`src/inc/reading_logger_params.svh`:
```
// Constants of the reading logger: layout, offsets, reset values and timing.
`ifndef READING_LOGGER_PARAMS_SVH
`define READING_LOGGER_PARAMS_SVH
`define READING_W 20
`define LOG_DEPTH 100
`define RATE_N 6
`define RATE1_SEC 1
`define RATE2_SEC 10
`define RATE3_SEC 60
`define RATE4_SEC 600
`define RATE5_SEC 3600
`define CLK_HZ 20000000
`define SAMPLES_PER_SEC 3
`define HOLD_MS 600
`define SCROLL_MS 1000
`define RECALL_SLOW_MS 400
`define RECALL_FAST_MS 80
`define RECALL_SPEEDUP 8
`define OFF_STATE 12'h000
`define OFF_PEAK 12'h004
`define OFF_TROUGH 12'h008
`define OFF_LAST 12'h00C
`define OFF_IRQ_STATUS 12'h010
`define OFF_IRQ_ENABLE 12'h014
`define OFF_IRQ_CLEAR 12'h018
`define EV_START 0
`define EV_STOP 1
`define EV_FULL 2
`define EV_STORE 3
`define EV_N 4
`define IRQ_ENABLE_RST 4'h0
`endif

```
`src/inc/reading_logger_pkg.sv`:
```
// Types shared by the reading logger and its button conditioner.
`include "reading_logger_params.svh"
package reading_logger_pkg;
	typedef enum logic [1:0] {MODE_IDLE, MODE_SELECT, MODE_LOG, MODE_RELEASE} mode_t;
	typedef enum logic [2:0] {KIND_LIVE, KIND_RATE, KIND_STORED, KIND_PEAK, KIND_TROUGH, KIND_EMPTY} disp_kind_t;
	typedef struct packed {logic psel; logic penable; logic pwrite; logic [11:0] paddr; logic [31:0] pwdata;} apb_req_t;
	typedef struct packed {logic pready; logic [31:0] prdata; logic pslverr;} apb_rsp_t;
	typedef struct packed {logic down; logic press; logic briefRel; logic heldRel; logic heldTick;} btn_evt_t;
	typedef struct packed {logic [2:0] sync; logic level; logic held; logic [31:0] cnt;} btn_state_t;
	typedef struct packed {
		mode_t mode;
		logic [2:0] rate;
		logic rateShown;
		logic storing;
		logic [6:0] count;
		logic [6:0] recallPos;
		logic recallOn;
		logic recallEnter;
		logic [3:0] recallSteps;
		logic [`READING_W-1:0] last;
		logic lastValid;
		logic [`READING_W-1:0] peak;
		logic [`READING_W-1:0] trough;
		logic haveExtremes;
		logic [31:0] thirdCnt;
		logic [1:0] thirds;
		logic [11:0] secCnt;
		logic blink;
		logic [`READING_W-1:0] dispValue;
		disp_kind_t dispKind;
		logic [`EV_N-1:0] irqStatus;
		logic [`EV_N-1:0] irqEnable;
		logic [31:0] prdata;
		logic pslverr;
	} log_state_t;
	function automatic logic [11:0] ratePeriod(input logic [2:0] code);
		case (code)
			3'h1: ratePeriod = 12'(`RATE1_SEC);
			3'h2: ratePeriod = 12'(`RATE2_SEC);
			3'h3: ratePeriod = 12'(`RATE3_SEC);
			3'h4: ratePeriod = 12'(`RATE4_SEC);
			default: ratePeriod = 12'(`RATE5_SEC);
		endcase
	endfunction
endpackage

```
`src/hw/button_conditioner.sv`:
```
// Pushbutton synchroniser that classifies presses as brief or held and repeats while held.
`timescale 1ns/1ps
module button_conditioner #(
	parameter int HOLD_CYCLES = 12000000
) (
	input wire logic clk,
	input wire logic rst,
	input wire logic pinLevel,
	input wire logic [31:0] repeatCycles,
	output reading_logger_pkg::btn_evt_t evt
);
	import reading_logger_pkg::*;
	btn_state_t s_q, s_d;
	btn_evt_t e;

	if (HOLD_CYCLES < 2)
		$error("HOLD_CYCLES must be at least 2");

	always_comb
	begin
		s_d = s_q;
		e = '0;
		e.down = s_q.level;
		s_d.sync = {s_q.sync[1:0], pinLevel};
		// A level change counts only once the second and third stages agree.
		if (s_q.sync[1] == s_q.sync[2] && s_q.sync[2] != s_q.level)
		begin
			s_d.level = s_q.sync[2];
			s_d.cnt = '0;
			if (s_q.sync[2])
			begin
				e.press = 1'b1;
				s_d.held = 1'b0;
			end
			else if (s_q.held)
				e.heldRel = 1'b1;
			else
				e.briefRel = 1'b1;
		end
		else if (s_q.level)
		begin
			s_d.cnt = s_q.cnt + 32'h1;
			if (!s_q.held && s_q.cnt == 32'(HOLD_CYCLES - 1))
			begin
				s_d.held = 1'b1;
				s_d.cnt = '0;
				e.heldTick = 1'b1;
			end
			else if (s_q.held && s_q.cnt >= repeatCycles - 32'h1)
			begin
				s_d.cnt = '0;
				e.heldTick = 1'b1;
			end
		end
	end

	always_ff @(posedge clk or posedge rst)
	begin
		if (rst)
			s_q <= '0;
		else
			s_q <= s_d;
	end

	assign evt = e;
endmodule

```
`src/hw/reading_logger_minmax.sv`:
```
// Reading logger with peak and trough tracking, two pushbuttons, display feed and APB status.
//
// Our own choices: the APB register port and the register addresses.
`timescale 1ns/1ps
`include "reading_logger_params.svh"
// Operation
// - The logger holds up to 100 stored readings plus the peak and trough seen while active.
// - A full buffer leaves the logger active and peak and trough still update.
// - Only a store/clear press or power-on reset deactivates the logger, turning the logging indicator off.
// - The storage rate code is 0 (every reading), 1 (1 s), 2 (10 s), 3 (1 min), 4 (10 min) or 5 (1 h).
// - Peak and trough sample the reading three times per second whatever the rate.
// - Holding store/clear cycles the shown rate code; release latches it and starts storing at that rate.
// - A brief store/clear press starts the logger without a rate, tracking only peak and trough.
// - A store/clear press while logging stops at once, keeping stored data and extremes for recall.
// - The recall indicator flashes once 100 readings are stored, and recall is allowed at any time.
// - Recall shows first the newest stored reading, then the peak, then the trough.
// - Holding recall steps through items automatically, faster the longer it is held.
// - Each brief recall press after the one that opens recall advances the recall pointer by one item and shows that item.
// - Stored data stays unchanged after stopping and is cleared only when a new cycle starts, whether it stores or tracks extremes only.
module reading_logger_minmax #(
	parameter int DEPTH = `LOG_DEPTH,
	parameter int THIRD_CYCLES = `CLK_HZ / `SAMPLES_PER_SEC,
	parameter int HOLD_CYCLES = `CLK_HZ / 1000 * `HOLD_MS,
	parameter int SCROLL_CYCLES = `CLK_HZ / 1000 * `SCROLL_MS,
	parameter int RECALL_SLOW_CYCLES = `CLK_HZ / 1000 * `RECALL_SLOW_MS,
	parameter int RECALL_FAST_CYCLES = `CLK_HZ / 1000 * `RECALL_FAST_MS
) (
	input wire logic clk,
	input wire logic rst,
	input reading_logger_pkg::apb_req_t apbReq,
	output reading_logger_pkg::apb_rsp_t apbRsp,
	input wire logic storeClearButton,
	input wire logic recallButton,
	input wire logic [`READING_W-1:0] reading,
	input wire logic readingValid,
	output logic loggingIndicator,
	output logic recallIndicator,
	output logic [`READING_W-1:0] displayValue,
	output reading_logger_pkg::disp_kind_t displayKind,
	output logic irq
);
	import reading_logger_pkg::*;
	localparam int W = `READING_W;
	log_state_t s_q, s_d;
	logic [W-1:0] mem [DEPTH];
	btn_evt_t scEvt, rcEvt;
	logic [31:0] recallRepeat;
	logic thirdTick, secTick, periodTick, storeTick, storeEn, startNow;
	logic [W-1:0] storeVal;
	logic [6:0] itemCount, memIdx;
	logic [`EV_N-1:0] ev, clr;

	if (DEPTH < 1 || DEPTH > 125)
		$error("DEPTH must lie between 1 and 125");
	if (THIRD_CYCLES < 2 || SCROLL_CYCLES < 2 || RECALL_FAST_CYCLES < 2 || RECALL_SLOW_CYCLES < 2)
		$error("Timing counts must be at least 2");

	// Recall repeats start slow and speed up after a few automatic steps.
	assign recallRepeat = (s_q.recallSteps < 4'(`RECALL_SPEEDUP)) ? 32'(RECALL_SLOW_CYCLES) :
		32'(RECALL_FAST_CYCLES);

	button_conditioner #(.HOLD_CYCLES(HOLD_CYCLES)) scButton (
		.clk(clk),
		.rst(rst),
		.pinLevel(storeClearButton),
		.repeatCycles(32'(SCROLL_CYCLES)),
		.evt(scEvt)
	);

	button_conditioner #(.HOLD_CYCLES(HOLD_CYCLES)) rcButton (
		.clk(clk),
		.rst(rst),
		.pinLevel(recallButton),
		.repeatCycles(recallRepeat),
		.evt(rcEvt)
	);

	// With no entries the sequence still offers an empty slot, the peak and the trough.
	assign itemCount = (s_q.count == 7'h0) ? 7'h3 : s_q.count + 7'h2;
	assign memIdx = (s_q.recallPos == 7'h0) ? s_q.count - 7'h1 : s_q.count - s_q.recallPos + 7'h1;

	always_comb
	begin
		s_d = s_q;
		ev = '0;
		clr = '0;
		storeEn = 1'b0;
		startNow = 1'b0;
		secTick = 1'b0;
		periodTick = 1'b0;
		thirdTick = (s_q.thirdCnt == 32'(THIRD_CYCLES - 1));
		storeVal = (s_q.rate == 3'h0) ? reading : s_q.last;
		if (readingValid)
		begin
			s_d.last = reading;
			s_d.lastValid = 1'b1;
		end
		s_d.thirdCnt = thirdTick ? '0 : s_q.thirdCnt + 32'h1;
		if (thirdTick)
		begin
			s_d.blink = ~s_q.blink;
			s_d.thirds = (s_q.thirds == 2'h2) ? 2'h0 : s_q.thirds + 2'h1;
			secTick = (s_q.thirds == 2'h2);
		end
		if (secTick)
		begin
			periodTick = (s_q.secCnt == ratePeriod(s_q.rate) - 12'h1);
			s_d.secCnt = periodTick ? 12'h0 : s_q.secCnt + 12'h1;
		end
		storeTick = (s_q.rate == 3'h0) ? readingValid : periodTick;

		case (s_q.mode)
			MODE_IDLE:
			begin
				if (scEvt.press)
				begin
					s_d.mode = MODE_SELECT;
					s_d.rate = 3'h0;
					s_d.rateShown = 1'b0;
				end
			end
			MODE_SELECT:
			begin
				if (scEvt.heldTick)
				begin
					s_d.rateShown = 1'b1;
					if (s_q.rateShown)
						s_d.rate = (s_q.rate == 3'(`RATE_N - 1)) ? 3'h0 : s_q.rate + 3'h1;
				end
				if (scEvt.briefRel || scEvt.heldRel)
				begin
					startNow = 1'b1;
					s_d.storing = scEvt.heldRel;
				end
			end
			MODE_LOG:
			begin
				if (scEvt.press)
				begin
					s_d.mode = MODE_RELEASE;
					ev[`EV_STOP] = 1'b1;
				end
				else
				begin
					storeEn = s_q.storing && storeTick && s_q.count < 7'(DEPTH);
					if (storeEn)
					begin
						s_d.count = s_q.count + 7'h1;
						ev[`EV_STORE] = 1'b1;
						ev[`EV_FULL] = (s_q.count == 7'(DEPTH - 1));
					end
					// Extremes keep updating when the buffer is full.
					if (thirdTick && s_q.lastValid)
					begin
						s_d.haveExtremes = 1'b1;
						if (!s_q.haveExtremes || $signed(s_q.last) > $signed(s_q.peak))
							s_d.peak = s_q.last;
						if (!s_q.haveExtremes || $signed(s_q.last) < $signed(s_q.trough))
							s_d.trough = s_q.last;
					end
				end
			end
			MODE_RELEASE:
			begin
				// The release that ends a stop press must not restart the logger.
				if (!scEvt.down)
					s_d.mode = MODE_IDLE;
			end
			default:
				s_d.mode = MODE_IDLE;
		endcase

		if (startNow)
		begin
			s_d.mode = MODE_LOG;
			s_d.count = 7'h0;
			s_d.haveExtremes = 1'b0;
			s_d.peak = '0;
			s_d.trough = '0;
			s_d.secCnt = 12'h0;
			s_d.recallOn = 1'b0;
			s_d.recallPos = 7'h0;
			ev[`EV_START] = 1'b1;
		end
		else if (rcEvt.press)
		begin
			s_d.recallSteps = 4'h0;
			if (!s_q.recallOn)
			begin
				s_d.recallOn = 1'b1;
				s_d.recallEnter = 1'b1;
				s_d.recallPos = 7'h0;
			end
		end
		else if (s_q.recallOn && (rcEvt.heldTick || (rcEvt.briefRel && !s_q.recallEnter)))
		begin
			s_d.recallPos = (s_q.recallPos + 7'h1 >= itemCount) ? 7'h0 : s_q.recallPos + 7'h1;
			s_d.recallEnter = 1'b0;
			if (rcEvt.heldTick && s_q.recallSteps != 4'hF)
				s_d.recallSteps = s_q.recallSteps + 4'h1;
		end
		else if (rcEvt.briefRel)
			s_d.recallEnter = 1'b0;

		if (s_q.mode == MODE_SELECT && s_q.rateShown)
		begin
			s_d.dispKind = KIND_RATE;
			s_d.dispValue = W'(s_q.rate);
		end
		else if (s_q.recallOn)
		begin
			case (s_q.recallPos)
				7'h1: s_d.dispKind = KIND_PEAK;
				7'h2: s_d.dispKind = KIND_TROUGH;
				default: s_d.dispKind = (s_q.count == 7'h0) ? KIND_EMPTY : KIND_STORED;
			endcase
			case (s_q.recallPos)
				7'h1: s_d.dispValue = s_q.peak;
				7'h2: s_d.dispValue = s_q.trough;
				default: s_d.dispValue = (s_q.count == 7'h0) ? '0 : mem[memIdx];
			endcase
		end
		else
		begin
			s_d.dispKind = KIND_LIVE;
			s_d.dispValue = s_q.last;
		end

		s_d.prdata = 32'h0;
		s_d.pslverr = 1'b0;
		if (apbReq.psel && !apbReq.penable)
		begin
			case (apbReq.paddr)
				`OFF_STATE: s_d.prdata = {9'h0, s_q.recallPos, 1'b0, s_q.count, 1'b0, s_q.rate,
					s_q.recallOn, s_q.count == 7'(DEPTH), s_q.storing, s_q.mode == MODE_LOG};
				`OFF_PEAK: s_d.prdata = {{(32 - W){s_q.peak[W-1]}}, s_q.peak};
				`OFF_TROUGH: s_d.prdata = {{(32 - W){s_q.trough[W-1]}}, s_q.trough};
				`OFF_LAST: s_d.prdata = {{(32 - W){s_q.last[W-1]}}, s_q.last};
				`OFF_IRQ_STATUS: s_d.prdata = 32'(s_q.irqStatus);
				`OFF_IRQ_ENABLE: s_d.prdata = 32'(s_q.irqEnable);
				`OFF_IRQ_CLEAR: s_d.prdata = 32'h0;
				default: s_d.pslverr = 1'b1;
			endcase
		end
		else if (apbReq.psel)
		begin
			s_d.prdata = s_q.prdata;
			s_d.pslverr = s_q.pslverr;
			if (apbReq.pwrite && apbReq.paddr == `OFF_IRQ_ENABLE)
				s_d.irqEnable = apbReq.pwdata[`EV_N-1:0];
			if (apbReq.pwrite && apbReq.paddr == `OFF_IRQ_CLEAR)
				clr = apbReq.pwdata[`EV_N-1:0];
		end
		// A new event in the clearing cycle survives the clear.
		s_d.irqStatus = (s_q.irqStatus & ~clr) | ev;
	end

	always_ff @(posedge clk or posedge rst)
	begin
		if (rst)
		begin
			s_q <= '0;
			s_q.irqEnable <= `IRQ_ENABLE_RST;
		end
		else
			s_q <= s_d;
	end

	// The buffer keeps no reset so its contents survive until a new cycle overwrites them.
	always_ff @(posedge clk)
	begin
		if (storeEn)
			mem[s_q.count] <= storeVal;
	end

	assign apbRsp.pready = 1'b1;
	assign apbRsp.prdata = s_q.prdata;
	assign apbRsp.pslverr = s_q.pslverr;
	assign loggingIndicator = (s_q.mode == MODE_LOG);
	assign recallIndicator = (s_q.count == 7'(DEPTH)) ? s_q.blink : s_q.recallOn;
	assign displayValue = s_q.dispValue;
	assign displayKind = s_q.dispKind;
	assign irq = |(s_q.irqStatus & s_q.irqEnable);
endmodule

```
`config.mk`:
```
export PLATFORM = sky130hd
export DESIGN_NAME = reading_logger_minmax
export DESIGN_NICKNAME = d
export VERILOG_FILES = /design/src/inc/reading_logger_pkg.sv /design/src/hw/button_conditioner.sv /design/src/hw/reading_logger_minmax.sv
export VERILOG_INCLUDE_DIRS = /design/src /design/src/inc
export SDC_FILE = /design/constraint.sdc
export NUM_CORES = 2
export LEC_CHECK = 0
export BUFFER_PORTS_ARGS = -buffer_cell sky130_fd_sc_hd__buf_2
export CAP_MARGIN = 5
export CELL_PAD_IN_SITES_DETAIL_PLACEMENT = 2
export CELL_PAD_IN_SITES_GLOBAL_PLACEMENT = 2
export CORE_AREA = 2 2 457 459
export DETAILED_ROUTE_END_ITERATION = 12
export DIE_AREA = 0 0 459 461
export PLACE_DENSITY = 0.81
export SETUP_SLACK_MARGIN = 0.05
export SLEW_MARGIN = 20
export SYNTH_ARGS = -nofsm -noshare
export SYNTH_HDL_FRONTEND = slang
export SYNTH_SLANG_ARGS = --single-unit
```
`constraint.sdc`:
```
create_clock -name clk -period 12.8 [get_ports clk]
set_input_delay 2.56 -clock clk [delete_from_list [all_inputs] [get_ports clk]]
set_output_delay 2.56 -clock clk [all_outputs]
set_load 0.005 [all_outputs]
```
==> impl_summary.md, run 1 <==
Outcome
The run stopped with a tool error. It got as far as 3_5_place_dp and failed there. The first error in the log reads "[ERROR DPL-0033] detailed placement checks failed during check placement".

Synthesis
Synthesis produced a netlist with a net count of 6823. The synthesized area is 0.0945 mm². sky130_fd_sc_hd__edfxtp_1 takes more of the synthesized area than any other cell. Yosys attributes the largest share of cell area to sky130_fd_sc_hd__edfxtp_1 (64%), sky130_fd_sc_hd__dfrtp_1 (7.0%), sky130_fd_sc_hd__nand2_1 (4.9%). The total number of yosys warnings is 0. The synthesized design contains 2266 register bits.

The number of different library cells used by synthesis comes to 97. The most common flop cell mapped by yosys is sky130_fd_sc_hd__edfxtp_1. The proportion of synthesized flip-flops having asynchronous set or reset is 0.117. The number of flops mapped to enable cells by yosys is 2000. In this run the mean area of a mapped cell was 14.2 µm². Of the post-synthesis cell area, the dominant cell type holds 0.635. The number of standard cells after synthesis is 6662.

The share of the Yosys chip area taken by registers is 0.706.

Place
Once detailed placement completed, the half-perimeter wirelength came to 236 mm. Routability-driven placement finished with a final weighted congestion of 0.872. During placement, the flow inserted port buffers numbering 102.

Die
The initial core utilization is 0.458. The die is 461 µm tall. 132 I/O pins were placed. Row generation in the floorplan step produced 167 rows.

The die outline width is 459 µm.
## per-stage QoR
step,hold WS (ps),cells
after global placement,342,9232
after floorplan,331,6662
## cells in the mapped netlist, types with 25 or more instances
master / count
sky130_fd_sc_hd__xor2_1: 32
sky130_fd_sc_hd__a211oi_1: 50
sky130_fd_sc_hd__nand2_1: 1227
sky130_fd_sc_hd__a21oi_1: 140
sky130_fd_sc_hd__nand4_1: 99
sky130_fd_sc_hd__buf_4: 109
sky130_fd_sc_hd__clkbuf_1: 129
sky130_fd_sc_hd__inv_1: 73
sky130_fd_sc_hd__mux4_2: 158
sky130_fd_sc_hd__o21ai_0: 203
sky130_fd_sc_hd__o31ai_1: 38
sky130_fd_sc_hd__ha_1: 88
sky130_fd_sc_hd__a32oi_1: 115
sky130_fd_sc_hd__a22oi_1: 60
sky130_fd_sc_hd__xnor2_1: 37
sky130_fd_sc_hd__buf_2: 177
sky130_fd_sc_hd__nand3_1: 417
sky130_fd_sc_hd__nand2b_1: 28
sky130_fd_sc_hd__mux2i_1: 217
sky130_fd_sc_hd__mux2_2: 54
sky130_fd_sc_hd__dfrtp_1: 266
sky130_fd_sc_hd__nor4_1: 25
sky130_fd_sc_hd__nor3_1: 38
sky130_fd_sc_hd__edfxtp_1: 2000
sky130_fd_sc_hd__and3_1: 86
sky130_fd_sc_hd__a21o_1: 28
sky130_fd_sc_hd__nor2b_1: 32
sky130_fd_sc_hd__o211ai_1: 26
sky130_fd_sc_hd__a31oi_1: 113
sky130_fd_sc_hd__nor2_1: 282
## kinds of logic after synthesis
group,count (synthesis),share of synthesized area
fa+ha+maj,91,0.0121
flops,2266,0.706
buf+inv,523,0.0289
xor+xnor,69,0.00639
simple gates,2307,0.108
compound gates,976,0.0714
mux,429,0.0671
other cells,1,0.0000397
==> run 2, diff against run 1 <==
- CELL_PAD_IN_SITES_DETAIL_PLACEMENT: 2 -> not set
- CELL_PAD_IN_SITES_GLOBAL_PLACEMENT: 2 -> not set
- CORE_AREA: 2 2 457 459 -> 2 2 490 492
- DIE_AREA: 0 0 459 461 -> 0 0 492 494
- PLACE_DENSITY: 0.81 -> not set
- PLACE_DENSITY_LB_ADDON: not set -> 0.15
- SETUP_SLACK_MARGIN: 0.05 -> not set
==> run 2 against run 1 <==
The flow now finishes without violations. Synthesized area unchanged. Synthesized cell count stayed put.
==> impl_summary.md, run 2 <==
Finish
The library cell used most frequently in the layout, excluding fill and tap cells, is sky130_fd_sc_hd__edfxtp_1. The number of flip-flops in the largest register is 2000. In the final layout, the registers with the most flip-flops are mem (2000), s_q (144). The area growth from synthesis to layout is 12.7%. In the final layout, the share of cells above drive strength 1 is 0.143. The top cell types in the final layout, fill and taps aside, are sky130_fd_sc_hd__edfxtp_1 (2000), sky130_fd_sc_hd__nand2_1 (1227), sky130_fd_sc_hd__nand3_1 (416).

The largest register by flop count is mem. For this run, the post-layout net count is 6900.

Die
The number of rows in the core area is 179 (+7.2%). The initial core utilization is 0.398 (-0.0597). The core area is 0.237 mm². The die outline height came to 494 µm (+7.2%). The die outline width is 492 µm (+7.2%). The count of boundary I/O pins was 132 (unchanged). The die covers 0.243 mm².

GRT
The first global-routing pass estimated 420 mm of wire. The via count of the first global-routing pass is 56900. The initial antenna violation count came to 8. Entering global routing, the biggest net connects 166 pins. The total overflow left after global routing is 0. Across every metal layer, demand over resource in global routing totals 0.238.

STA
After layout, the minimum clock period comes to 6760 ps. The max-slew violation count is 0. Setup slack closes at 6040 ps. The fraction of the cycle the final worst path needs is 0.528. The final setup violation count is 0.

The hold violation total from the final report is 0. Clock skew on the completed layout was measured at 48.2 ps. Setup repair after global routing left no endpoint under its margin. Hold timing on the final database bottoms out at a slack of 382 ps.

The setup TNS is 0 ps. For the pin with the worst max-slew slack, the measured transition is 1250 ps. The peak clock frequency supported by timing is 0.148 GHz. The worst slew margin relative to its limit is 0.147.

Setup path
The terminus of the critical flop-to-flop path is displayValue[0]. The library cell contributing the largest single delay on the critical path is sky130_fd_sc_hd__nor2_4. The worst endpoint required time is 13540 ps. On the worst path, the slowest cell contributes a delay of 860 ps. STA classifies the critical path startpoint as a flip-flop. The startpoint identified for the worst register-to-register timing path is s_q[187]. Traced cell by cell, the critical path runs through inv_1 > ha_1 > inv_1 > ha_1 > fa_1 > a21oi_1 > a21o_4 > nor2_4 > buf_12 > buf_4 > a32oi_1 > a31oi_1 > a32o_1 > a211oi_1 > a221o_1. STA classifies the critical path endpoint as a flip-flop.

The worst setup slack for register-to-register paths is 6040 ps. The beginning of the critical path is s_q[187]. At the worst endpoint, the arrival time is 7500 ps. For the worst flop-to-flop path, the logic depth is 15. The largest fanout of any net on the critical path is 75. The worst setup path is of the flip-flop to flip-flop kind.

Synthesis
The total number of yosys warnings is 0 (unchanged). The synthesized area is 0.0945 mm² (unchanged). The unique cell type count in the Yosys netlist is 97 (unchanged). By area the synthesized netlist is led by sky130_fd_sc_hd__edfxtp_1 (64%), sky130_fd_sc_hd__dfrtp_1 (7.0%), sky130_fd_sc_hd__nand2_1 (4.9%). The proportion of synthesized flip-flops having asynchronous set or reset was 0.117 (unchanged). The most common cell in the synthesized netlist is sky130_fd_sc_hd__edfxtp_1. The sequential area share after synthesis was 0.706 (unchanged). Counting instances in the post-synthesis netlist gives the leading cell types as sky130_fd_sc_hd__edfxtp_1 (2000), sky130_fd_sc_hd__nand2_1 (1227), sky130_fd_sc_hd__nand3_1 (417), sky130_fd_sc_hd__nor2_1 (282), sky130_fd_sc_hd__dfrtp_1 (266).

The post-synthesis average cell area is 14.2 µm² (unchanged). The top-area cell type share of the netlist area is 0.635 (unchanged). The largest total area in the synthesized netlist belongs to sky130_fd_sc_hd__edfxtp_1.

The number of standard cells after synthesis was 6662 (unchanged). The most common flop cell mapped by yosys is sky130_fd_sc_hd__edfxtp_1. The number of flops mapped to enable cells by yosys came to 2000 (unchanged).

The synthesized netlist net count came to 6823 (unchanged). The total of flip-flops plus latches after synthesis came to 2266 (unchanged).

Drt
The count of nets left with antenna violations once routing finished came out at 0. In this run, the number of DRC markers left after iteration 0 of detailed routing was 6446. Wire segments on met3 add up to 21.2 mm in the final route.

The overall routed net length is 293 mm. The met2 routed wirelength is 135 mm. The routed layout has 59000 vias. Dividing the detail-routed via count by the number of cells gives 5.83.

The number of iterations in the first detailed-routing pass is 8. The detailed router put a total of 128 mm of wire on met1. In the final routed layout, each cell accounts on average for 29.0 µm.

In the routed design, unresolved DRC markers number 0. Routed signal wires occupy layers up through met5.

Clock network
In this run the clock root is driven by a sky130_fd_sc_hd__clkbuf_16. The H-tree depth is 4. The hold-fix buffer count after cts is 0. Clock tree synthesis found a total of 2266 sinks. In this run the deepest clock path goes through 3 buffers.

Clock-pin slew was measured on the worst setup and hold paths at 60 ps. In this run, post-CTS repair resized a total of 0 instances. The number of buffers created by CTS is 234.

For the worst-skew pair, the clock arrives at the later sink with an insertion delay of 910 ps. The post-CTS setup-driven buffer insertion count is 0. The clock tree from TritonCTS is done.

Job
The tool flagged a number of max-cap violations equal to 0.

Power and ir drop
Dividing total power by cell area gives a power density of 265 mW/mm². IR analysis of the VDD net gives a maximum drop of 353 µV. Summed over all cells, the static leakage comes to 0.0368 µW.

Worst hold path
The worst hold path belongs to the class flip-flop to flip-flop. The path with the worst hold slack has its endpoint at rcButton.s_d[36]. Counting instances, the worst hold path has a depth of 0. In this run the most critical hold path is launched from rcButton.s_d[35].

Outcome
The run finished with clean final reports.

Place
The final weighted congestion of routability-driven global placement is 0.844 (-3.2%). The worst slack at placement is 6150 ps. The total half-perimeter wirelength after legalization and detailed placement is 168 mm (-29%). The count of buffers inserted at the top-level ports came to 102 (unchanged).
==> run 2: cell counts after synthesis <==
Identical to the previous run, type by type.
==> run 2: stage by stage <==
stage	power, µW	cell area [µm²]	util	instances
finish	28300	107000	0.449	10100
global route	29300	106000	0.449	10100
CTS	28300	106000	0.449	10100
detailed placement	21600	98900	0.417	9670
global placement	21500	98900	0.417	9670
floorplan	16200	94500	-	6662
==> run 2: critical path, delay by kind of cell, from the launching register on <==
| family | cells | cell delay (ps) |
|---|---|---|
| fa+ha+maj | 3 | 1220 |
| buf+inv | 4 | 1430 |
| compound gates | 7 | 2340 |
| simple gates | 1 | 860 |
| flops | 1 | 580 |
==> run 2: layout make-up <==
type	count	area [µm²]
clock buffers	299	6170
diodes	3	7.51
fillers	21100	131000
inverters	75	289
flip-flops and latches	2266	66700
clock inverters	148	1410
repair buffers	289	2040
multi-input cells	3873	25900
well taps	3167	3960
==> run 2: routing by layer <==
layer,up-vias,global-route usage
li1,25600,-
met1,30600,0.341
met2,2409,0.375
met3,387,0.0360
met4,2,0.0707
met5,-,0
==> run 2: cell families (layout without fill, tap and decap cells) <==
family                   count (synthesis)  after routing  synth area share
adder cells (fa/ha/maj)                 91             91            0.0121
XOR/XNOR                                69             69           0.00639
buffers and inverters                  523            811            0.0289
other                                    1              4         0.0000397
AO/OA/AOI/OAI                          976            976            0.0714
AND/OR/NAND/NOR                       2307           2307             0.108
multiplexers                           429            429            0.0671
flip-flops                            2266           2266             0.706
==> run 2: worst max path at each step <==
| stage | to | slack [ps] | cells after the start |
|---|---|---|---|
| 2_1_floorplan | apbRsp[0] | 2910 | 1 |
| 3_3_place_gp | displayValue[7] | 6190 | 15 |
| 3_5_place_dp | displayValue[0] | 6150 | 15 |
| 4_1_cts | displayValue[0] | 6130 | 15 |
| 5_1_grt | displayValue[7] | 6000 | 16 |
| 6_report | displayValue[0] | 6040 | 15 |
==> run 2: power by group <==
part	internal (µW)	total (µW)	switching (µW)
Combinational	3800	13300	9510
Sequential	8110	8210	100
Clock	3810	6740	2930
Total	15700	28300	12500
(Power assumes the default switching activity.)
